$ cat src/shared/ocw_pkg.sv
package ocw_pkg;

  // ----------------------------------------------------------------------
  // Clock and comparison window
  // ----------------------------------------------------------------------
  localparam int CLK_HZ = 20_000_000;
  localparam int WINDOW_US = 10;
  localparam int WINDOW_CYCLES = WINDOW_US * (CLK_HZ / 1_000_000);

  // ----------------------------------------------------------------------
  // Response delay settings, in windows
  // ----------------------------------------------------------------------
  localparam int DELAY_SHORT_US = 10;
  localparam int DELAY_MID_US = 50;
  localparam int DELAY_LONG_US = 100;
  localparam int QUAL_W = 4;
  localparam logic [QUAL_W-1:0] WIN_SHORT = QUAL_W'(DELAY_SHORT_US / WINDOW_US);
  localparam logic [QUAL_W-1:0] WIN_MID = QUAL_W'(DELAY_MID_US / WINDOW_US);
  localparam logic [QUAL_W-1:0] WIN_LONG = QUAL_W'(DELAY_LONG_US / WINDOW_US);

  // ----------------------------------------------------------------------
  // Levels and hysteresis, one level step is LEVEL_LSB_UV microvolts
  // ----------------------------------------------------------------------
  localparam int LEVEL_W = 16;
  localparam int SUM_W = 24;
  localparam int LEVEL_LSB_UV = 10;
  localparam int HYS_SMALL_MV = 2;
  localparam int HYS_MID_MV = 4;
  localparam int HYS_LARGE_MV = 8;
  localparam logic [LEVEL_W-1:0] HYS_SMALL = LEVEL_W'(HYS_SMALL_MV * 1000 / LEVEL_LSB_UV);
  localparam logic [LEVEL_W-1:0] HYS_MID = LEVEL_W'(HYS_MID_MV * 1000 / LEVEL_LSB_UV);
  localparam logic [LEVEL_W-1:0] HYS_LARGE = LEVEL_W'(HYS_LARGE_MV * 1000 / LEVEL_LSB_UV);

  // ----------------------------------------------------------------------
  // Register map
  // ----------------------------------------------------------------------
  localparam int ADDR_W = 12;
  localparam logic [ADDR_W-1:0] CTRL_OFS = 12'h000;
  localparam logic [ADDR_W-1:0] THRESH_OFS = 12'h004;
  localparam logic [ADDR_W-1:0] STATUS_OFS = 12'h008;
  localparam logic [ADDR_W-1:0] IRQ_STAT_OFS = 12'h00C;
  localparam logic [ADDR_W-1:0] IRQ_MASK_OFS = 12'h010;
  localparam int CTRL_W = 6;
  localparam int IRQ_W = 3;
  localparam int STATUS_ALERT_BIT = 0;
  localparam int STATUS_CNT_LSB = 4;
  localparam int IRQ_RISE_BIT = 0;
  localparam int IRQ_FALL_BIT = 1;
  localparam int IRQ_OVER_BIT = 2;
  localparam logic [CTRL_W-1:0] CTRL_RESET = 6'h00;
  localparam logic [LEVEL_W-1:0] THRESH_RESET = 16'h0000;
  localparam logic [IRQ_W-1:0] IRQ_RESET = 3'h0;

  // ----------------------------------------------------------------------
  // Types
  // ----------------------------------------------------------------------
  typedef enum logic [1:0] {
    TRI_FLOAT = 2'h0,
    TRI_GND = 2'h1,
    TRI_SUPPLY = 2'h2
  } ocw_tri_e;

  typedef enum logic [1:0] {
    ST_IDLE = 2'h1,
    ST_ALERT = 2'h2
  } ocw_state_e;

  typedef struct packed {
    ocw_tri_e hys_sel;
    ocw_tri_e delay_sel;
    logic hold_select;
    logic enable;
  } ocw_ctrl_s;

  typedef struct packed {
    logic done;
    logic [SUM_W-1:0] sum;
  } ocw_win_s;

endpackage

$ cat src/verilog/ocw_top.sv
// How it works
// A window of 10 us runs freely and without any outside control or sync.
// The over-limit decision is made only when a window completes, on its average.
// The 50 us and 100 us settings add 40 us and 90 us over the 10 us setting.
// The hysteresis selection picks 2 mV floating, 4 mV ground and 8 mV supply.
// The alert pin is active low open drain and is driven only during an alert.
// With hold select low the alert follows the comparison result.
// In transparent mode the alert releases after one window below threshold.
// With hold select high an asserted alert stays low when the input falls.
// The controller keeps hold select low for at least 20 us to clear a latch.
// Clearing releases the alert only while the input is below threshold.
// The controller may raise hold select again to re-arm latching.
// The 50 us and 100 us settings need five and ten over windows in a row.
// The delay selection picks 10 us floating, 50 us ground and 100 us supply.
// Disabling clears the window counter, which restarts from zero on enable.
// An asserted alert counts as below only under the limit minus hysteresis.
//
// Design decisions made here: the register offsets and the APB interface to the registers.
`timescale 1ns/1ps
module ocw_top (
  // Clock and reset
  input wire logic pclk,
  input wire logic presetn,
  // APB slave
  input wire logic psel,
  input wire logic penable,
  input wire logic pwrite,
  input wire logic [ocw_pkg::ADDR_W-1:0] paddr,
  input wire logic [31:0] pwdata,
  output logic [31:0] prdata,
  output logic pready,
  output logic pslverr,
  // Sensed level
  input wire logic [ocw_pkg::LEVEL_W-1:0] sensed_input_level,
  // Open-drain alert pin
  input wire logic overcurrent_flag_n_i,
  output logic overcurrent_flag_n_o,
  output logic overcurrent_flag_n_oe_n,
  // Interrupt
  output logic irq
);

  localparam int LW = ocw_pkg::LEVEL_W;
  localparam int SW = ocw_pkg::SUM_W;
  localparam int QW = ocw_pkg::QUAL_W;
  localparam int IW = ocw_pkg::IRQ_W;

  ocw_pkg::ocw_ctrl_s ctrl_reg;
  logic [LW-1:0] threshold_level_reg;
  logic [IW-1:0] irq_stat_reg;
  logic [IW-1:0] irq_stat_next;
  logic [IW-1:0] irq_mask_reg;
  logic [IW-1:0] irq_event;
  logic [QW-1:0] cnt_reg;
  logic [QW-1:0] cnt_next;
  logic [QW-1:0] need_windows;
  logic [LW-1:0] hys_level;
  logic [LW-1:0] low_level;
  logic [SW-1:0] high_sum;
  logic [SW-1:0] low_sum;
  logic [31:0] prdata_reg;
  logic [31:0] rd_data;
  logic addr_hit;
  logic wr_en;
  logic setup;
  logic over_now;
  logic below_now;
  logic qualify;
  logic alert;
  ocw_pkg::ocw_win_s win;
  ocw_pkg::ocw_state_e state_reg;
  ocw_pkg::ocw_state_e state_next;

  // ----------------------------------------------------------------------
  // Comparison window
  // ----------------------------------------------------------------------
  ocw_window u_window (
    .pclk(pclk),
    .presetn(presetn),
    .sample(sensed_input_level),
    .result(win)
  );

  // ----------------------------------------------------------------------
  // APB slave
  // ----------------------------------------------------------------------
  assign setup = psel && !penable;
  assign wr_en = psel && penable && pwrite && addr_hit;
  assign pready = 1'b1;
  assign pslverr = psel && penable && !addr_hit;
  assign prdata = prdata_reg;

  always_comb begin
    rd_data = 32'h0000_0000;
    addr_hit = 1'b1;
    case (paddr)
      ocw_pkg::CTRL_OFS: begin
        rd_data[ocw_pkg::CTRL_W-1:0] = ctrl_reg;
      end
      ocw_pkg::THRESH_OFS: begin
        rd_data[LW-1:0] = threshold_level_reg;
      end
      ocw_pkg::STATUS_OFS: begin
        rd_data[ocw_pkg::STATUS_ALERT_BIT] = alert;
        rd_data[ocw_pkg::STATUS_CNT_LSB +: QW] = cnt_reg;
      end
      ocw_pkg::IRQ_STAT_OFS: begin
        rd_data[IW-1:0] = irq_stat_reg;
      end
      ocw_pkg::IRQ_MASK_OFS: begin
        rd_data[IW-1:0] = irq_mask_reg;
      end
      default: begin
        addr_hit = 1'b0;
      end
    endcase
  end

  always_ff @(posedge pclk or negedge presetn) begin
    if (!presetn) begin
      prdata_reg <= 32'h0000_0000;
    end else if (setup) begin
      prdata_reg <= rd_data;
    end
  end

  // hold select is written by the controller.
  always_ff @(posedge pclk or negedge presetn) begin
    if (!presetn) begin
      ctrl_reg <= ocw_pkg::CTRL_RESET;
      threshold_level_reg <= ocw_pkg::THRESH_RESET;
      irq_mask_reg <= ocw_pkg::IRQ_RESET;
    end else if (wr_en) begin
      case (paddr)
        ocw_pkg::CTRL_OFS: begin
          ctrl_reg <= pwdata[ocw_pkg::CTRL_W-1:0];
        end
        ocw_pkg::THRESH_OFS: begin
          threshold_level_reg <= pwdata[LW-1:0];
        end
        ocw_pkg::IRQ_MASK_OFS: begin
          irq_mask_reg <= pwdata[IW-1:0];
        end
        default: begin
        end
      endcase
    end
  end

  // ----------------------------------------------------------------------
  // Selections
  // ----------------------------------------------------------------------
  // hysteresis selection.
  always_comb begin
    case (ctrl_reg.hys_sel)
      ocw_pkg::TRI_GND: hys_level = ocw_pkg::HYS_MID;
      ocw_pkg::TRI_SUPPLY: hys_level = ocw_pkg::HYS_LARGE;
      default: hys_level = ocw_pkg::HYS_SMALL;
    endcase
  end

  // delay selection.
  always_comb begin
    case (ctrl_reg.delay_sel)
      ocw_pkg::TRI_GND: need_windows = ocw_pkg::WIN_MID;
      ocw_pkg::TRI_SUPPLY: need_windows = ocw_pkg::WIN_LONG;
      default: need_windows = ocw_pkg::WIN_SHORT;
    endcase
  end

  // ----------------------------------------------------------------------
  // Window decision
  // ----------------------------------------------------------------------
  assign low_level = (threshold_level_reg > hys_level) ? threshold_level_reg - hys_level : '0;
  assign high_sum = SW'(threshold_level_reg * ocw_pkg::WINDOW_CYCLES);
  assign low_sum = SW'(low_level * ocw_pkg::WINDOW_CYCLES);
  // compare window average with the limit.
  assign over_now = win.done && (win.sum > high_sum);
  // release level sits one hysteresis step below the limit.
  assign below_now = win.done && (win.sum < low_sum);

  // consecutive over windows.
  always_comb begin
    cnt_next = cnt_reg;
    if (!ctrl_reg.enable) begin
      cnt_next = '0;
    end else if (win.done) begin
      if (!over_now) begin
        cnt_next = '0;
      end else if (cnt_reg < need_windows) begin
        cnt_next = cnt_reg + QW'(1);
      end
    end
  end

  // disable clears the count.
  always_ff @(posedge pclk or negedge presetn) begin
    if (!presetn) begin
      cnt_reg <= '0;
    end else begin
      cnt_reg <= cnt_next;
    end
  end

  // alert after the selected number of windows.
  assign qualify = ctrl_reg.enable && over_now && (cnt_next >= need_windows);

  // ----------------------------------------------------------------------
  // Alert state
  // ----------------------------------------------------------------------
  always_comb begin
    state_next = state_reg;
    case (state_reg)
      ocw_pkg::ST_IDLE: begin
        // alert follows the comparison.
        if (qualify) begin
          state_next = ocw_pkg::ST_ALERT;
        end
      end
      ocw_pkg::ST_ALERT: begin
        // latch holds while hold select and enable are both high.
        if (!ctrl_reg.enable) begin
          state_next = ocw_pkg::ST_IDLE;
        end else if (below_now && !ctrl_reg.hold_select) begin
          // one window below releases.
          // clear only while below.
          state_next = ocw_pkg::ST_IDLE;
        end
      end
      default: begin
        state_next = ocw_pkg::ST_IDLE;
      end
    endcase
  end

  always_ff @(posedge pclk or negedge presetn) begin
    if (!presetn) begin
      state_reg <= ocw_pkg::ST_IDLE;
    end else begin
      state_reg <= state_next;
    end
  end

  assign alert = (state_reg == ocw_pkg::ST_ALERT);
  // open drain, driven low only during an alert.
  assign overcurrent_flag_n_o = 1'b0;
  assign overcurrent_flag_n_oe_n = !alert;

  // ----------------------------------------------------------------------
  // Interrupts
  // ----------------------------------------------------------------------
  always_comb begin
    irq_event = '0;
    irq_event[ocw_pkg::IRQ_RISE_BIT] = !alert && (state_next == ocw_pkg::ST_ALERT);
    irq_event[ocw_pkg::IRQ_FALL_BIT] = alert && (state_next == ocw_pkg::ST_IDLE);
    irq_event[ocw_pkg::IRQ_OVER_BIT] = ctrl_reg.enable && over_now;
  end

  always_comb begin
    irq_stat_next = irq_stat_reg;
    if (wr_en && (paddr == ocw_pkg::IRQ_STAT_OFS)) begin
      irq_stat_next = irq_stat_reg & ~pwdata[IW-1:0];
    end
    irq_stat_next = irq_stat_next | irq_event;
  end

  always_ff @(posedge pclk or negedge presetn) begin
    if (!presetn) begin
      irq_stat_reg <= ocw_pkg::IRQ_RESET;
    end else begin
      irq_stat_reg <= irq_stat_next;
    end
  end

  assign irq = |(irq_stat_reg & irq_mask_reg);
endmodule

$ cat src/verilog/ocw_window.sv
`timescale 1ns/1ps
module ocw_window #(
  parameter int LEVEL_W = ocw_pkg::LEVEL_W,
  parameter int SUM_W = ocw_pkg::SUM_W,
  parameter int CYCLES = ocw_pkg::WINDOW_CYCLES
) (
  // Clock and reset
  input wire logic pclk,
  input wire logic presetn,
  // Sample in
  input wire logic [LEVEL_W-1:0] sample,
  // Window result
  output ocw_pkg::ocw_win_s result
);

  localparam int CNT_W = $clog2(CYCLES);
  localparam logic [CNT_W-1:0] LAST = CNT_W'(CYCLES - 1);

  logic [CNT_W-1:0] cnt_reg;
  logic [SUM_W-1:0] acc_reg;
  logic [SUM_W-1:0] acc_next;
  ocw_pkg::ocw_win_s result_reg;

  assign acc_next = acc_reg + SUM_W'(sample);
  assign result = result_reg;

  // ----------------------------------------------------------------------
  // Free-running window
  // ----------------------------------------------------------------------
  // free-running window count.
  always_ff @(posedge pclk or negedge presetn) begin
    if (!presetn) begin
      cnt_reg <= '0;
    end else if (cnt_reg == LAST) begin
      cnt_reg <= '0;
    end else begin
      cnt_reg <= cnt_reg + CNT_W'(1);
    end
  end

  // average taken at window end.
  always_ff @(posedge pclk or negedge presetn) begin
    if (!presetn) begin
      acc_reg <= '0;
      result_reg <= '0;
    end else if (cnt_reg == LAST) begin
      acc_reg <= '0;
      result_reg.done <= 1'b1;
      result_reg.sum <= acc_next;
    end else begin
      acc_reg <= acc_next;
      result_reg.done <= 1'b0;
    end
  end

endmodule
$ cat config.mk
export PLATFORM = sky130hd
export DESIGN_NAME = ocw_top
export DESIGN_NICKNAME = d
export VERILOG_FILES = /design/src/shared/ocw_pkg.sv /design/src/verilog/ocw_top.sv /design/src/verilog/ocw_window.sv
export SDC_FILE = /design/constraint.sdc
export NUM_CORES = 1
export LEC_CHECK = 0
export BUFFER_PORTS_ARGS = -buffer_cell sky130_fd_sc_hd__buf_2
export CAP_MARGIN = 5
export CORE_MARGIN = 2
export CORE_UTILIZATION = 54
export DETAILED_ROUTE_END_ITERATION = 10
export PLACE_DENSITY = 0.77
export SETUP_SLACK_MARGIN = 0.4
export SLEW_MARGIN = 20
export SYNTH_ARGS = -nofsm -noshare
export SYNTH_HDL_FRONTEND = slang
export SYNTH_HIERARCHICAL = 1
export SYNTH_SLANG_ARGS = --single-unit
export TNS_END_PERCENT = 100
$ cat constraint.sdc
create_clock -name pclk -period 7.5 [get_ports pclk]
set_input_delay 0.75 -clock pclk [delete_from_list [all_inputs] [get_ports pclk]]
set_output_delay 0.75 -clock pclk [all_outputs]
set_load 0.05 [all_outputs]
## Word level (Yosys, flattened, before mapping)

Index checks and enable logic that the tools add are counted.
Widths: inputs -> output; s select.

| operators by class | value |
|---|---|
| $add $sub $neg | 4 |
| $mul | 2 |
| divide/modulo/power cells | 0 |
| $lt $le $gt $ge | 5 |
| equal/unequal tests | 13 |
| shifts and indexed selects | 0 |
| multiplexer cells | 22 |
| bitwise gates (word level) | 4 |
| reductions and logical operators | 23 |

Operator list:

| kind | count |
|---|---|
| $mul 16x5->21 const B | 2 |
| $add 24x16->24 | 1 |
| $eq 12x4->1 const B | 2 |
| $gt 24x24->1 | 1 |
| $lt 24x24->1 | 1 |
| $mux 24 | 1 |
| $pmux 10 s2 | 1 |
| $gt 16x16->1 | 1 |
| $mux 16 | 1 |
| $mux 4 | 4 |
| $mux 8 | 2 |
| $sub 16x16->16 | 1 |
| $logic_and 1x1->1 | 13 |
| $eq 12x3->1 const B | 1 |
| $eq 12x5->1 const B | 1 |
| $logic_not 12->1 | 1 |
| $add 8x1->8 const B | 1 |
| $eq 2x1->1 const B | 4 |
| $eq 2x2->1 const B | 4 |
| $eq 8x8->1 const B | 1 |
| $pmux 2 s2 | 2 |
| $pmux 2 s4 | 1 |
| $pmux 4 s2 | 1 |
| $and 3x3->3 | 2 |
| other kinds (15) | 23 |

| storage, ports and cells | value |
|---|---|
| flip-flop bits (word level) | 107 |
| bits in latches | 0 |
| bits in writable memories | 0 |
| ROM bits | 0 |
| bits of input ports | 66 |
| output and inout bits | 37 |
| memories kept | 0 |

## Logic depth before layout (Yosys ltp)

Gate-level depths: netlist of run 1.

| logic depth | value |
|---|---|
| depth in word-level cells | 14 |
| mapped depth | 36 |

## Cells and area by module

Netlist of run 1, hierarchy kept.

Modules (own cells, without submodules):

| module | times used | cells each | area each (sq um) | seq. area each (sq um) |
|---|---|---|---|---|
| ocw_top | 1 | 832 | 7153.1 | 1252.5 |
| ocw_window | 1 | 299 | 3014.1 | 1426.4 |

## Least setup slack after synthesis of run 1

OpenSTA, ideal clock, no wires.

| timing | value |
|---|---|
| path kind | reg2reg |
| start | register ctrl_reg[4] (netlist bit) |
| end | register irq_stat_reg[1] |
| arrival time | 6.977 ns |
| required time | 7.378 ns |
| path slack | 0.401 ns |
| stages on the path, launching flop included | 35 |
| path buffers | 1 |
| clock period less this slack | 7.099 ns |
| cells stage by stage | dfrtp_1 > inv_1 > ha_1 > buf_4 > and2b_1 > inv_1 > fa_1 > a21o_1 > a21oi_1 > o21bai_1 > maj3_1 > a211oi_2 > xnor2_1 > nand2b_1 > inv_2 > ha_1 > ha_1 > inv_1 > fa_1 > inv_1 > ha_1 > or2_2 > o31ai_1 > a31oi_1 > and4_1 > o31ai_1 > nand2_1 > xnor2_1 > ha_1 > nand4_1 > or3_1 > a2111o_1 > o21ai_2 > nand2_1 > a32o_1 |

| on the way | value |
|---|---|
| word-level cells in the longest chain between the ends | 14 |
| elaborated cells between the ends (all ways) | 16 |
| those cells by class | add/sub: 1; mul: 1; order compare: 2; eq/ne: 3; mux: 5; bitwise: 1; reduce/logical: 3 |

RTL lines:

| item | RTL line | source |
|---|---|---|
| start: declaration | ocw_top.sv:48 | `ocw_pkg::ocw_ctrl_s ctrl_reg;` |
| start signal: assignment | ocw_top.sv:130 | `ctrl_reg <= ocw_pkg::CTRL_RESET;` |
| start signal: assignment | ocw_top.sv:136 | `ctrl_reg <= pwdata[ocw_pkg::CTRL_W-1:0];` |
| $eq 2x2->1 / $eq 2x1->1 (equally long branches) | ocw_top.sv:155 | `case (ctrl_reg.hys_sel)` |
| $pmux 10 s2 * | ocw_top.sv:155 |  |
| $sub 16x16->16 / $gt 16x16->1 (equally long branches) | ocw_top.sv:174 | `assign low_level = (threshold_level_reg > hys_level) ? threshold_level_reg - hys_level : '0;` |
| $mux 16 * | ocw_top.sv:174 |  |
| $mul 16x5->21 * | ocw_top.sv:176 | `assign low_sum = SW'(low_level * ocw_pkg::WINDOW_CYCLES);` |
| $lt 24x24->1 * | ocw_top.sv:180 | `assign below_now = win.done && (win.sum < low_sum);` |
| $logic_and 1x1->1 * | ocw_top.sv:180 |  |
| $logic_and 1x1->1 * | ocw_top.sv:224 | `end else if (below_now && !ctrl_reg.hold_select) begin` |
| $mux 2 * | ocw_top.sv:224 |  |
| $mux 2 * | ocw_top.sv:222 | `if (!ctrl_reg.enable) begin` |
| $pmux 2 s2 * | ocw_top.sv:213 | `case (state_reg)` |
| $eq 2x1->1 * | ocw_top.sv:255 | `irq_event[ocw_pkg::IRQ_FALL_BIT] = alert && (state_next == ocw_pkg::ST_IDLE);` |
| $logic_and 1x1->1 * | ocw_top.sv:255 |  |
| $or 3x3->3 * | ocw_top.sv:264 | `irq_stat_next = irq_stat_next \| irq_event;` |
| via irq_stat_next[1] | ocw_top.sv:51 | `logic [IW-1:0] irq_stat_next;` |
| end signal: assignment | ocw_top.sv:269 | `irq_stat_reg <= ocw_pkg::IRQ_RESET;` |
| end signal: assignment | ocw_top.sv:271 | `irq_stat_reg <= irq_stat_next;` |
| end: declaration | ocw_top.sv:50 | `logic [IW-1:0] irq_stat_reg;` |

The timed path passes the listed nets; every way through them passes the cells marked *.
A chain may end at the register's enable or synchronous reset.

## Worst setup path in the final report of run 1

| timing | value |
|---|---|
| start | register ctrl_reg[5] (netlist bit) |
| end | register irq_stat_reg[1] |

Same word-level chain as after synthesis.

==> metrics.md, run 1 <==
| Metric | Value |
|---|---|
| Total GRT Usage | 22.6% |
| CP peak stage delay | 0.59 ns |
| Number of detailed-route iterations in the first pass | 5 |
| Status | finished clean |
| WL final | 24,500 um |
| DRT antenna net count | 0 |
| I/O Buffers | 67 |
| Worst-Skew Late Latency | 0.37 ns |
| Unrepaired setup endpoints after global routing | yes |
| Die area | 19,900 um2 |
| Ys async rst share | 100% |
| CTS tree | done |
| Tmin final | 7.12 ns |
| Routability cong. | 0.900 |
| Final instance area | 11,800 um2 |
| First-pass GRT wire length | 36,500 um |
| Area contributors post-synth | dfrtp_1, ha_1, fa_1, inv_1, nand2_1 |
| Synth Register Bits | 107 |
| Relative slew margins | 33.1% |
| Pleak | 5.83 nW |
| Rows | 50 |
| Vias/cell | 5.77 |
| Mapped Cells | 1,131 |
| Layout cell share with drive strength beyond 1 | 20.6% |
| Fill cells | 1,465 |
| Fmax | 140 MHz |
| Die Y | 141 um |
| Final Non-Filler Cells | 1,465 |
| Yosys warns | 6 |
| CTS Buffer Depth | 2 |
| Starting Density | 54.7% |
| Hold Path Class | in2async |
| H-tree depth | 3 |
| Largest register FFs | 25 |
| HPWL after detailed placement | 17,300 um |
| DR vias | 8,460 |
| # DRC | 0 |
| Area of the multi-input gates | 7390 um2 |
| Setup Crit Path Kind | reg2reg |
| Final Skew | 0.00797 ns |
| Crit end category | flip-flop |
| # hold bufs at CTS | 0 |
| Initial antenna violation count | 0 |
| Most frequent CP cell | ha_4 |
| Dpl cell area | 10,800 um2 |
| Total power | 1.97 mW |
| Crit path required time | 7.76 ns |
| Clock slew at reported path FFs | 0.07 ns |
| Synth area leader | dfrtp_1 |
| Total CTS buffers | 9 |
| FF+latch area | 2680 um2 |
| Final Cycle Share | 95.0% |
| Slowest CP cell | fa_1 |
| Ports | 103 |
| Post-synthesis sequential area ratio | 26.3% |
| Area growth syn-to-layout | 16.5% |
| R2R Path Start | ctrl_reg[5] |
| Aggregate global routing overflow | 0 |
| Nets | 1,500 |
| Share of the synthesized area in the top cell type | 26.1% |
| Core ar. | 18,600 um2 |
| Post-synth cell types | 83 |
| Setup-failing EPs final | 0 |
| DP Cell Count | 1,429 |
| Diode count | 0 |
| CP startpoint kind | flip-flop |
| EDFF count, synth | 0 |
| Count of final hold-check violations | 0 |
| Sink Count | 107 |
| Most frequent cell after synthesis | ha_1 |
| Post-synthesis cell area | 10,200 um2 |
| Post-synth top flop | dfrtp_1 |
| Final TNS setup | 0 ns |
| CP max FO | 3 |
| Critical path startpoint | ctrl_reg[5] |
| PD cells | 167 nW/um2 |
| Slew @ Worst Pin | 1.00 ns |
| Worst EP arrival | 7.38 ns |
| Post-DR wirelength/cell | 16.7 um |
| Largest net degree at the start of global routing | 59 |
| Width of the die | 141 um |
| List of most frequent post-synthesis cells | ha_1, inv_1, nand2_1, dfrtp_1, nor2_1 |
| Vias in the first global route | 7,763 |
| Syn_area_per_cell | 8.99 um2 |
| 1st-iter DRT viols | 481 |
| Max_cap viols | 0 |
| Root buf cell | clkbuf_16 |
| Peak supply drop | 0.139 mV |
| Slew Viols, Final | 0 |
metal layers:
layer | part of all wire (%) | GRT usage, % | vias to the layer above | routed length (um)
met5 | 0 | 0 | - | 0
met4 | 4.1 | 7.74 | 0 | 1000
met3 | 3.8 | 3.43 | 68 | 926
met2 | 50 | 37.5 | 211 | 12200
met1 | 42 | 30.2 | 4108 | 10400
li1 | - | - | 4073 | -
layout by cell type (no fill, tap or decap), types with 6 or more instances in the layout:
master	count
dfrtp_1	103
xnor2_1	34
or3_1	6
mux2_2	8
nand4_1	19
a21o_1	29
inv_1	110
buf_4	43
nor2_1	63
ha_1	159
fa_1	22
ha_4	20
and3_1	11
nand2b_1	16
o21ai_0	57
nand2_1	116
clkbuf_16	9
buf_2	66
nor3_1	10
nand3_1	24
a21oi_2	13
o21ai_1	17
inv_2	10
a21oi_1	37
nor2b_1	11
conb_1	18
xor2_1	36
worst max-delay path: cells and delay by family (launching register included):
family	cells	cell delay, ns
xor+xnor	1	0.08
simple gates	7	1.17
flops	1	0.44
buf+inv	4	0.44
fa+ha+maj	7	2.03
compound gates	10	2.85
cells by family after synthesis:
| kind of cell | Yosys count | synth area share [%] |
|---|---|---|
| multiplexers | 18 | 1.93 |
| XOR/XNOR | 73 | 6.29 |
| AND/OR/NAND/NOR | 327 | 15.6 |
| adder cells (fa/ha/maj) | 210 | 27.6 |
| buffers and inverters | 168 | 7.33 |
| AO/OA/AOI/OAI | 226 | 14.9 |
| other | 2 | 0.0739 |
| flip-flops | 107 | 26.3 |
cell type report:
| type | count | area share [%] |
|---|---|---|
| Clock buffer | 11 | 2.05 |
| Clock inverter | 5 | 0.518 |
| Inverter | 122 | 3.91 |
| Multi-Input combinational cell | 872 | 62.4 |
| Sequential cell | 107 | 22.6 |
| Tap cell | 234 | 2.47 |
| Timing Repair Buffer | 114 | 5.99 |
power by group:
| part | internal (mW) | leakage (nW) | switching [mW] |
|---|---|---|---|
| logic | 0.315 | 4.46 | 0.477 |
| registers | 0.644 | 1.22 | 0.0428 |
| clock network | 0.270 | 0.150 | 0.223 |
through the flow:
step	hold WS, ns	worst slack [ns]	utilization [%]
final	0.408	0.378	63.8
after global routing	0.454	0.191	63.8
after CTS	0.429	0.413	60.3
after detailed placement	0.465	0.0413	58.0
after global placement	0.438	0.141	58.0
after floorplan	0.424	0.401	-
final timing paths:
kind,depth (start not counted),to,slack (ns)
max,29,irq_stat_reg[1],0.38
min,1,u_window/acc_reg[5],0.41
min reg2reg,1,u_window/cnt_reg[0],0.47
max in group asynchronous,2,threshold_level_reg[6],5.84
min in group pclk,1,u_window/cnt_reg[0],0.47
max reg2reg,29,irq_stat_reg[1],0.38
repair_timing:
item,4_1_cts,5_1_grt
buffers inserted,6,14
gates resized for setup,16,103
setup endpoints to repair,3,4
pin swaps,9,66
No activity file was read; power rests on OpenSTA's default activity.
==> run 2, diff against run 1 <==
--- a/config.mk
+++ b/config.mk
@@ -7,10 +7,12 @@
 export LEC_CHECK = 0
 export BUFFER_PORTS_ARGS = -buffer_cell sky130_fd_sc_hd__buf_2
 export CAP_MARGIN = 5
+export CELL_PAD_IN_SITES_DETAIL_PLACEMENT = 1
+export CELL_PAD_IN_SITES_GLOBAL_PLACEMENT = 1
 export CORE_MARGIN = 2
-export CORE_UTILIZATION = 54
+export CORE_UTILIZATION = 42
 export DETAILED_ROUTE_END_ITERATION = 10
-export PLACE_DENSITY = 0.77
+export PLACE_DENSITY_LB_ADDON = 0.1
 export SETUP_SLACK_MARGIN = 0.4
 export SLEW_MARGIN = 20
 export SYNTH_ARGS = -nofsm -noshare
==> run 2 against run 1 <==
  * Non-clock buffer count up 43
  * Worst hold slack improved by 0.012 ns
  * Largest power group unchanged
  * Setup slack got worse by 0.0065 ns
  * Highest routed layer unchanged
  * Largest cell class unchanged
  * Clock power is 7.9% higher
  * Wire length is 9.4% higher
==> metrics.md, run 2 (synthesis results as in run 1) <==
| Metric | Value |
|---|---|
| Final instance area | 12,300 um2 |
| Slew @ Worst Pin | 1.00 ns |
| Max_cap viols | 0 |
| WL final | 26,800 um |
| CTS Buffer Depth | 2 |
| Clock slew at reported path FFs | 0.09 ns |
| Pleak | 6.05 nW |
| Die area | 25,500 um2 |
| Core ar. | 23,600 um2 |
| Starting Density | 43.1% |
| DR vias | 8,325 |
| Area growth syn-to-layout | 20.7% |
| Sink Count | 107 |
| Layout cell share with drive strength beyond 1 | 23.1% |
| Width of the die | 160 um |
| CP startpoint kind | flip-flop |
| Die Y | 160 um |
| Ports | 103 |
| I/O Buffers | 67 |
| Area of the multi-input gates | 7370 um2 |
| Peak supply drop | 0.149 mV |
| Largest register FFs | 25 |
| Crit path required time | 7.76 ns |
| HPWL after detailed placement | 21,100 um |
| H-tree depth | 3 |
| Dpl cell area | 11,100 um2 |
| DP Cell Count | 1,548 |
| Commonest non-fill, non-tap cell in the layout | ha_1 |
| CP max FO | 3 |
| Post-DR wirelength/cell | 16.8 um |
| Total CTS buffers | 9 |
| FF+latch area | 2680 um2 |
| Worst EP arrival | 7.39 ns |
| Most frequent CP cell | ha_4 |
| Final Cycle Share | 95.0% |
| Tmin final | 7.13 ns |
| Cells on worst reg2reg path | 28 |
| Relative slew margins | 33.1% |
| Most frequent cells in the layout | ha_1, nand2_1, inv_1 |
| PD cells | 165 nW/um2 |
| Nets | 1,543 |
| First-pass GRT wire length | 42,800 um |
| Vias/cell | 5.23 |
| Unrepaired setup endpoints after global routing | yes |
| Slew Viols, Final | 0 |
| DRT antenna net count | 0 |
| Fmax | 140 MHz |
| Initial antenna violation count | 0 |
| CP peak stage delay | 0.46 ns |
| Final Skew | 0.0190 ns |
| # DRC | 0 |
| Rows | 56 |
| Worst-Skew Late Latency | 0.37 ns |
| Final Non-Filler Cells | 1,593 |
| Slowest CP cell | or3_4 |
| Count of final hold-check violations | 0 |
| Diode count | 0 |
| Setup Crit Path Kind | reg2reg |
| Final TNS setup | 0 ns |
| Setup-failing EPs final | 0 |
| Crit end category | flip-flop |
| CTS tree | done |
| Routability cong. | 0.814 |
| Total GRT Usage | 20.7% |
| Fill cells | 2,805 |
| Status | finished clean |
| Root buf cell | clkbuf_16 |
| # hold bufs at CTS | 0 |
| Number of detailed-route iterations in the first pass | 4 |
| Aggregate global routing overflow | 0 |
| Hold Path Class | in2async |
| 1st-iter DRT viols | 290 |
| Vias in the first global route | 8,370 |
| Largest net degree at the start of global routing | 57 |
[run 2: worst paths after layout]
check                                    endpoint                start  slack [ns]
hold reg to reg               u_window/cnt_reg[0]  u_window/cnt_reg[0]        0.46
hold / removal               u_window/acc_reg[10]              presetn        0.42
setup / recovery                  irq_stat_reg[1]          ctrl_reg[5]        0.37
max in group asynchronous  threshold_level_reg[6]              presetn        5.80
setup reg to reg                  irq_stat_reg[1]          ctrl_reg[5]        0.37
min in group pclk             u_window/cnt_reg[0]  u_window/cnt_reg[0]        0.46
[run 2: per-stage QoR]
stage	total power [mW]	worst slack [ns]	utilization (%)	hold slack, ns
6_report	2.02	0.371	52.0	0.420
5_1_grt	2.16	0.122	52.0	0.474
4_1_cts	2.02	0.409	49.3	0.448
3_5_place_dp	1.47	-0.0498	47.2	0.445
3_3_place_gp	1.46	0.00186	47.2	0.439
2_1_floorplan	1.30	0.401	-	0.424
[run 2: repair_timing]
action	CTS	global route
setup endpoints to repair	4	4
pin swaps	17	67
gates resized for setup	25	87
endpoints found under the hold margin	0	0
cloned	0	0
setup buffers	8	21
[run 2: power breakdown]
| group | internal (mW) | switching [mW] | total [mW] |
|---|---|---|---|
| sequential | 0.644 | 0.0413 | 0.685 |
| combinational | 0.317 | 0.489 | 0.806 |
| clock | 0.273 | 0.259 | 0.532 |
[run 2: critical path, delay by kind of cell, from the launching register on]
| kind | cells | cell delay (ns) |
|---|---|---|
| adder cells (fa/ha/maj) | 7 | 2.12 |
| flip-flops | 1 | 0.44 |
| AO/OA/AOI/OAI | 10 | 2.92 |
| AND/OR/NAND/NOR | 6 | 1.05 |
| buffers and inverters | 4 | 0.41 |
| XOR/XNOR | 1 | 0.08 |
[run 2: layer usage]
| metal | track usage [%] | up-vias | wire, um |
|---|---|---|---|
| met5 | 0 | - | 0 |
| met4 | 4.42 | 0 | 248 |
| met3 | 2.14 | 10 | 581 |
| met2 | 34.7 | 73 | 13200 |
| met1 | 28.8 | 4101 | 12800 |
| li1 | - | 4141 | - |
[run 2: area by class of cell]
cell class              count  share of cell area [%]
inverters                 122                    3.75
flip-flops and latches    107                    21.9
multi-input cells         872                    60.1
repair buffers            157                    8.44
well taps                 319                    3.25
clock buffers               9                    1.84
clock inverters             7                   0.796
==> run 3, diff against run 2 <==
==> constraint.sdc (replaced) <==
create_clock -name pclk -period 7.5 [get_ports pclk]
set_input_delay 1.125 -clock pclk [delete_from_list [all_inputs] [get_ports pclk]]
set_output_delay 1.125 -clock pclk [all_outputs]
set_load 0.05 [all_outputs]
==> run 3 against run 2 <==
  * Global-route usage grew 0.40 points
  * Clock power shrank 6.8%
  * Die area is the same
  * Via count shrank 0.24%
  * Combinational power grew 0.7%
  * Power shrank 1.5%
  * Sequential share of layout area is the same
  * Cell count shrank 0.38%
  * Critical path type unchanged
  * Largest cell class unchanged
==> metrics.md, run 3 (synthesis results as in run 1) <==
| Metric | Value |
|---|---|
| Worst EP arrival | 7.28 ns |
| Crit path required time | 7.76 ns |
| Rows | 56 |
| R2R Path Start | ctrl_reg[5] |
| Count of final hold-check violations | 0 |
| Dpl cell area | 11,100 um2 |
| HP Start | u_window/cnt_reg[0] |
| Fmax | 142 MHz |
| Worst-Skew Late Latency | 0.37 ns |
| # hold bufs at CTS | 0 |
| CTS tree | done |
| P_int | 1.20 mW |
| 1st-iter DRT viols | 280 |
| Sequential power share | 34.4% |
| Final Cycle Share | 93.6% |
| Largest register FFs | 25 |
| Core ar. | 23,600 um2 |
| Cells on worst reg2reg path | 33 |
| HPWL after detailed placement | 21,100 um |
| Root buf cell | clkbuf_16 |
| CP max FO | 6 |
| Number of detailed-route iterations in the first pass | 5 |
| Combinational share of power | 40.7% |
| Pleak | 6.03 nW |
| Peak supply drop | 0.148 mV |
| Die area | 25,500 um2 |
| Unrepaired setup endpoints after global routing | yes |
| Total GRT Usage | 21.1% |
| WL final | 26,800 um |
| Setup-failing EPs final | 0 |
| RR Endpoint | irq_stat_reg[1] |
| DRT antenna net count | 0 |
| CP peak stage delay | 0.48 ns |
| Slowest CP cell | fa_1 |
| Most frequent CP cell | ha_1 |
| Flop2flop setup slack | 0.48 ns |
| Clock network power share | 24.9% |
| Final instance area | 12,300 um2 |
| Status | finished clean |
| Vias in the first global route | 8,559 |
| Sw Pwr | 0.792 mW |
| Width of the die | 160 um |
| Area of the multi-input gates | 7410 um2 |
| Relative slew margins | 35.6% |
| Sink Count | 107 |
| DP Cell Count | 1,546 |
| Vias/cell | 5.23 |
| Die Y | 160 um |
| Largest net degree at the start of global routing | 55 |
| Commonest non-fill, non-tap cell in the layout | ha_1 |
| CTS Buffer Depth | 2 |
| Tmin final | 7.02 ns |
| Area growth syn-to-layout | 20.7% |
| Diode count | 0 |
| Slew @ Worst Pin | 0.963 ns |
| Post-DR wirelength/cell | 16.9 um |
| Total CTS buffers | 9 |
| Initial antenna violation count | 0 |
| Max_cap viols | 0 |
| PD cells | 163 nW/um2 |
| First-pass GRT wire length | 43,600 um |
| # DRC | 0 |
| Slew Viols, Final | 0 |
| Critical path startpoint | ctrl_reg[5] |
| Starting Density | 43.1% |
| Final Skew | 0.0158 ns |
| Most frequent cells in the layout | ha_1, nand2_1, inv_1 |
| Clock slew at reported path FFs | 0.09 ns |
| Hold Path Class | reg2reg |
| Routability cong. | 0.813 |
| Nets | 1,537 |
| Final Non-Filler Cells | 1,587 |
| DR vias | 8,305 |
| Crit path to | irq_stat_reg[1] |
| Switching share of power | 39.7% |
| Layout cell share with drive strength beyond 1 | 23.5% |
| Ports | 103 |
| FF+latch area | 2680 um2 |
| Setup Crit Path Kind | reg2reg |
| Aggregate global routing overflow | 0 |
| H-tree depth | 3 |
| CP startpoint kind | flip-flop |
| Fill cells | 2,798 |
| I/O Buffers | 67 |
| Crit end category | flip-flop |
## run 3: power by group through the flow
stage / clock network [mW] / registers [mW] / logic (mW)
global placement: 0 / 0.695 / 0.765
global route: 0.536 / 0.693 / 0.908
CTS: 0.516 / 0.686 / 0.795
finish: 0.496 / 0.686 / 0.812
detailed placement: 0 / 0.697 / 0.779
floorplan: 0 / 0.681 / 0.618
## run 3: repair_timing
item | in CTS | in global routing
gates resized for setup | 41 | 89
pin swaps | 26 | 39
buffers inserted | 16 | 9
setup endpoints to repair | 4 | 4
## run 3: per-stage QoR
stage	TNS [ns]	utilization, %	worst slack (ns)	power, mW	hold WS (ns)
2_1_floorplan	0	-	0.401	1.30	0.424
3_3_place_gp	-0.0925	47.1	-0.0925	1.46	0.439
3_5_place_dp	-0.146	47.1	-0.146	1.48	0.445
4_1_cts	0	49.7	0.400	2.00	0.456
5_1_grt	0	52.0	0.179	2.14	0.485
6_report	0	52.0	0.479	1.99	0.451
## run 3: final cells by class
cell class | instances | area share (%)
Timing Repair Buffer | 151 | 8.29
Multi-Input combinational cell | 872 | 60.4
Clock buffer | 9 | 1.84
Clock inverter | 7 | 0.653
Inverter | 122 | 3.73
Tap cell | 319 | 3.25
Sequential cell | 107 | 21.9
## run 3: worst min-delay path by stage
stage | to | cells past startpoint | slack (ns)
after floorplan | u_window/cnt_reg[0] | 1 | 0.42
after CTS | u_window/cnt_reg[0] | 1 | 0.46
after global routing | u_window/cnt_reg[0] | 1 | 0.48
after detailed placement | u_window/cnt_reg[0] | 1 | 0.45
final | u_window/cnt_reg[0] | 1 | 0.45
after global placement | u_window/cnt_reg[0] | 1 | 0.44
## run 3: metal layers
metal  vias up  GRT usage (%)  part of all wire [%]
met5         -              0                     0
met3        23           2.11                   2.0
met2        63           36.3                    49
li1       4141              -                     -
met1      4078           28.9                    48
met4         0           4.05                   1.2
## run 3: critical path, delay by kind of cell (launching register included)
kind,cells,cell delay (ns)
compound gates,8,1.51
fa+ha+maj,8,2.62
simple gates,10,1.76
buf+inv,6,0.45
flops,1,0.43
xor+xnor,1,0.14
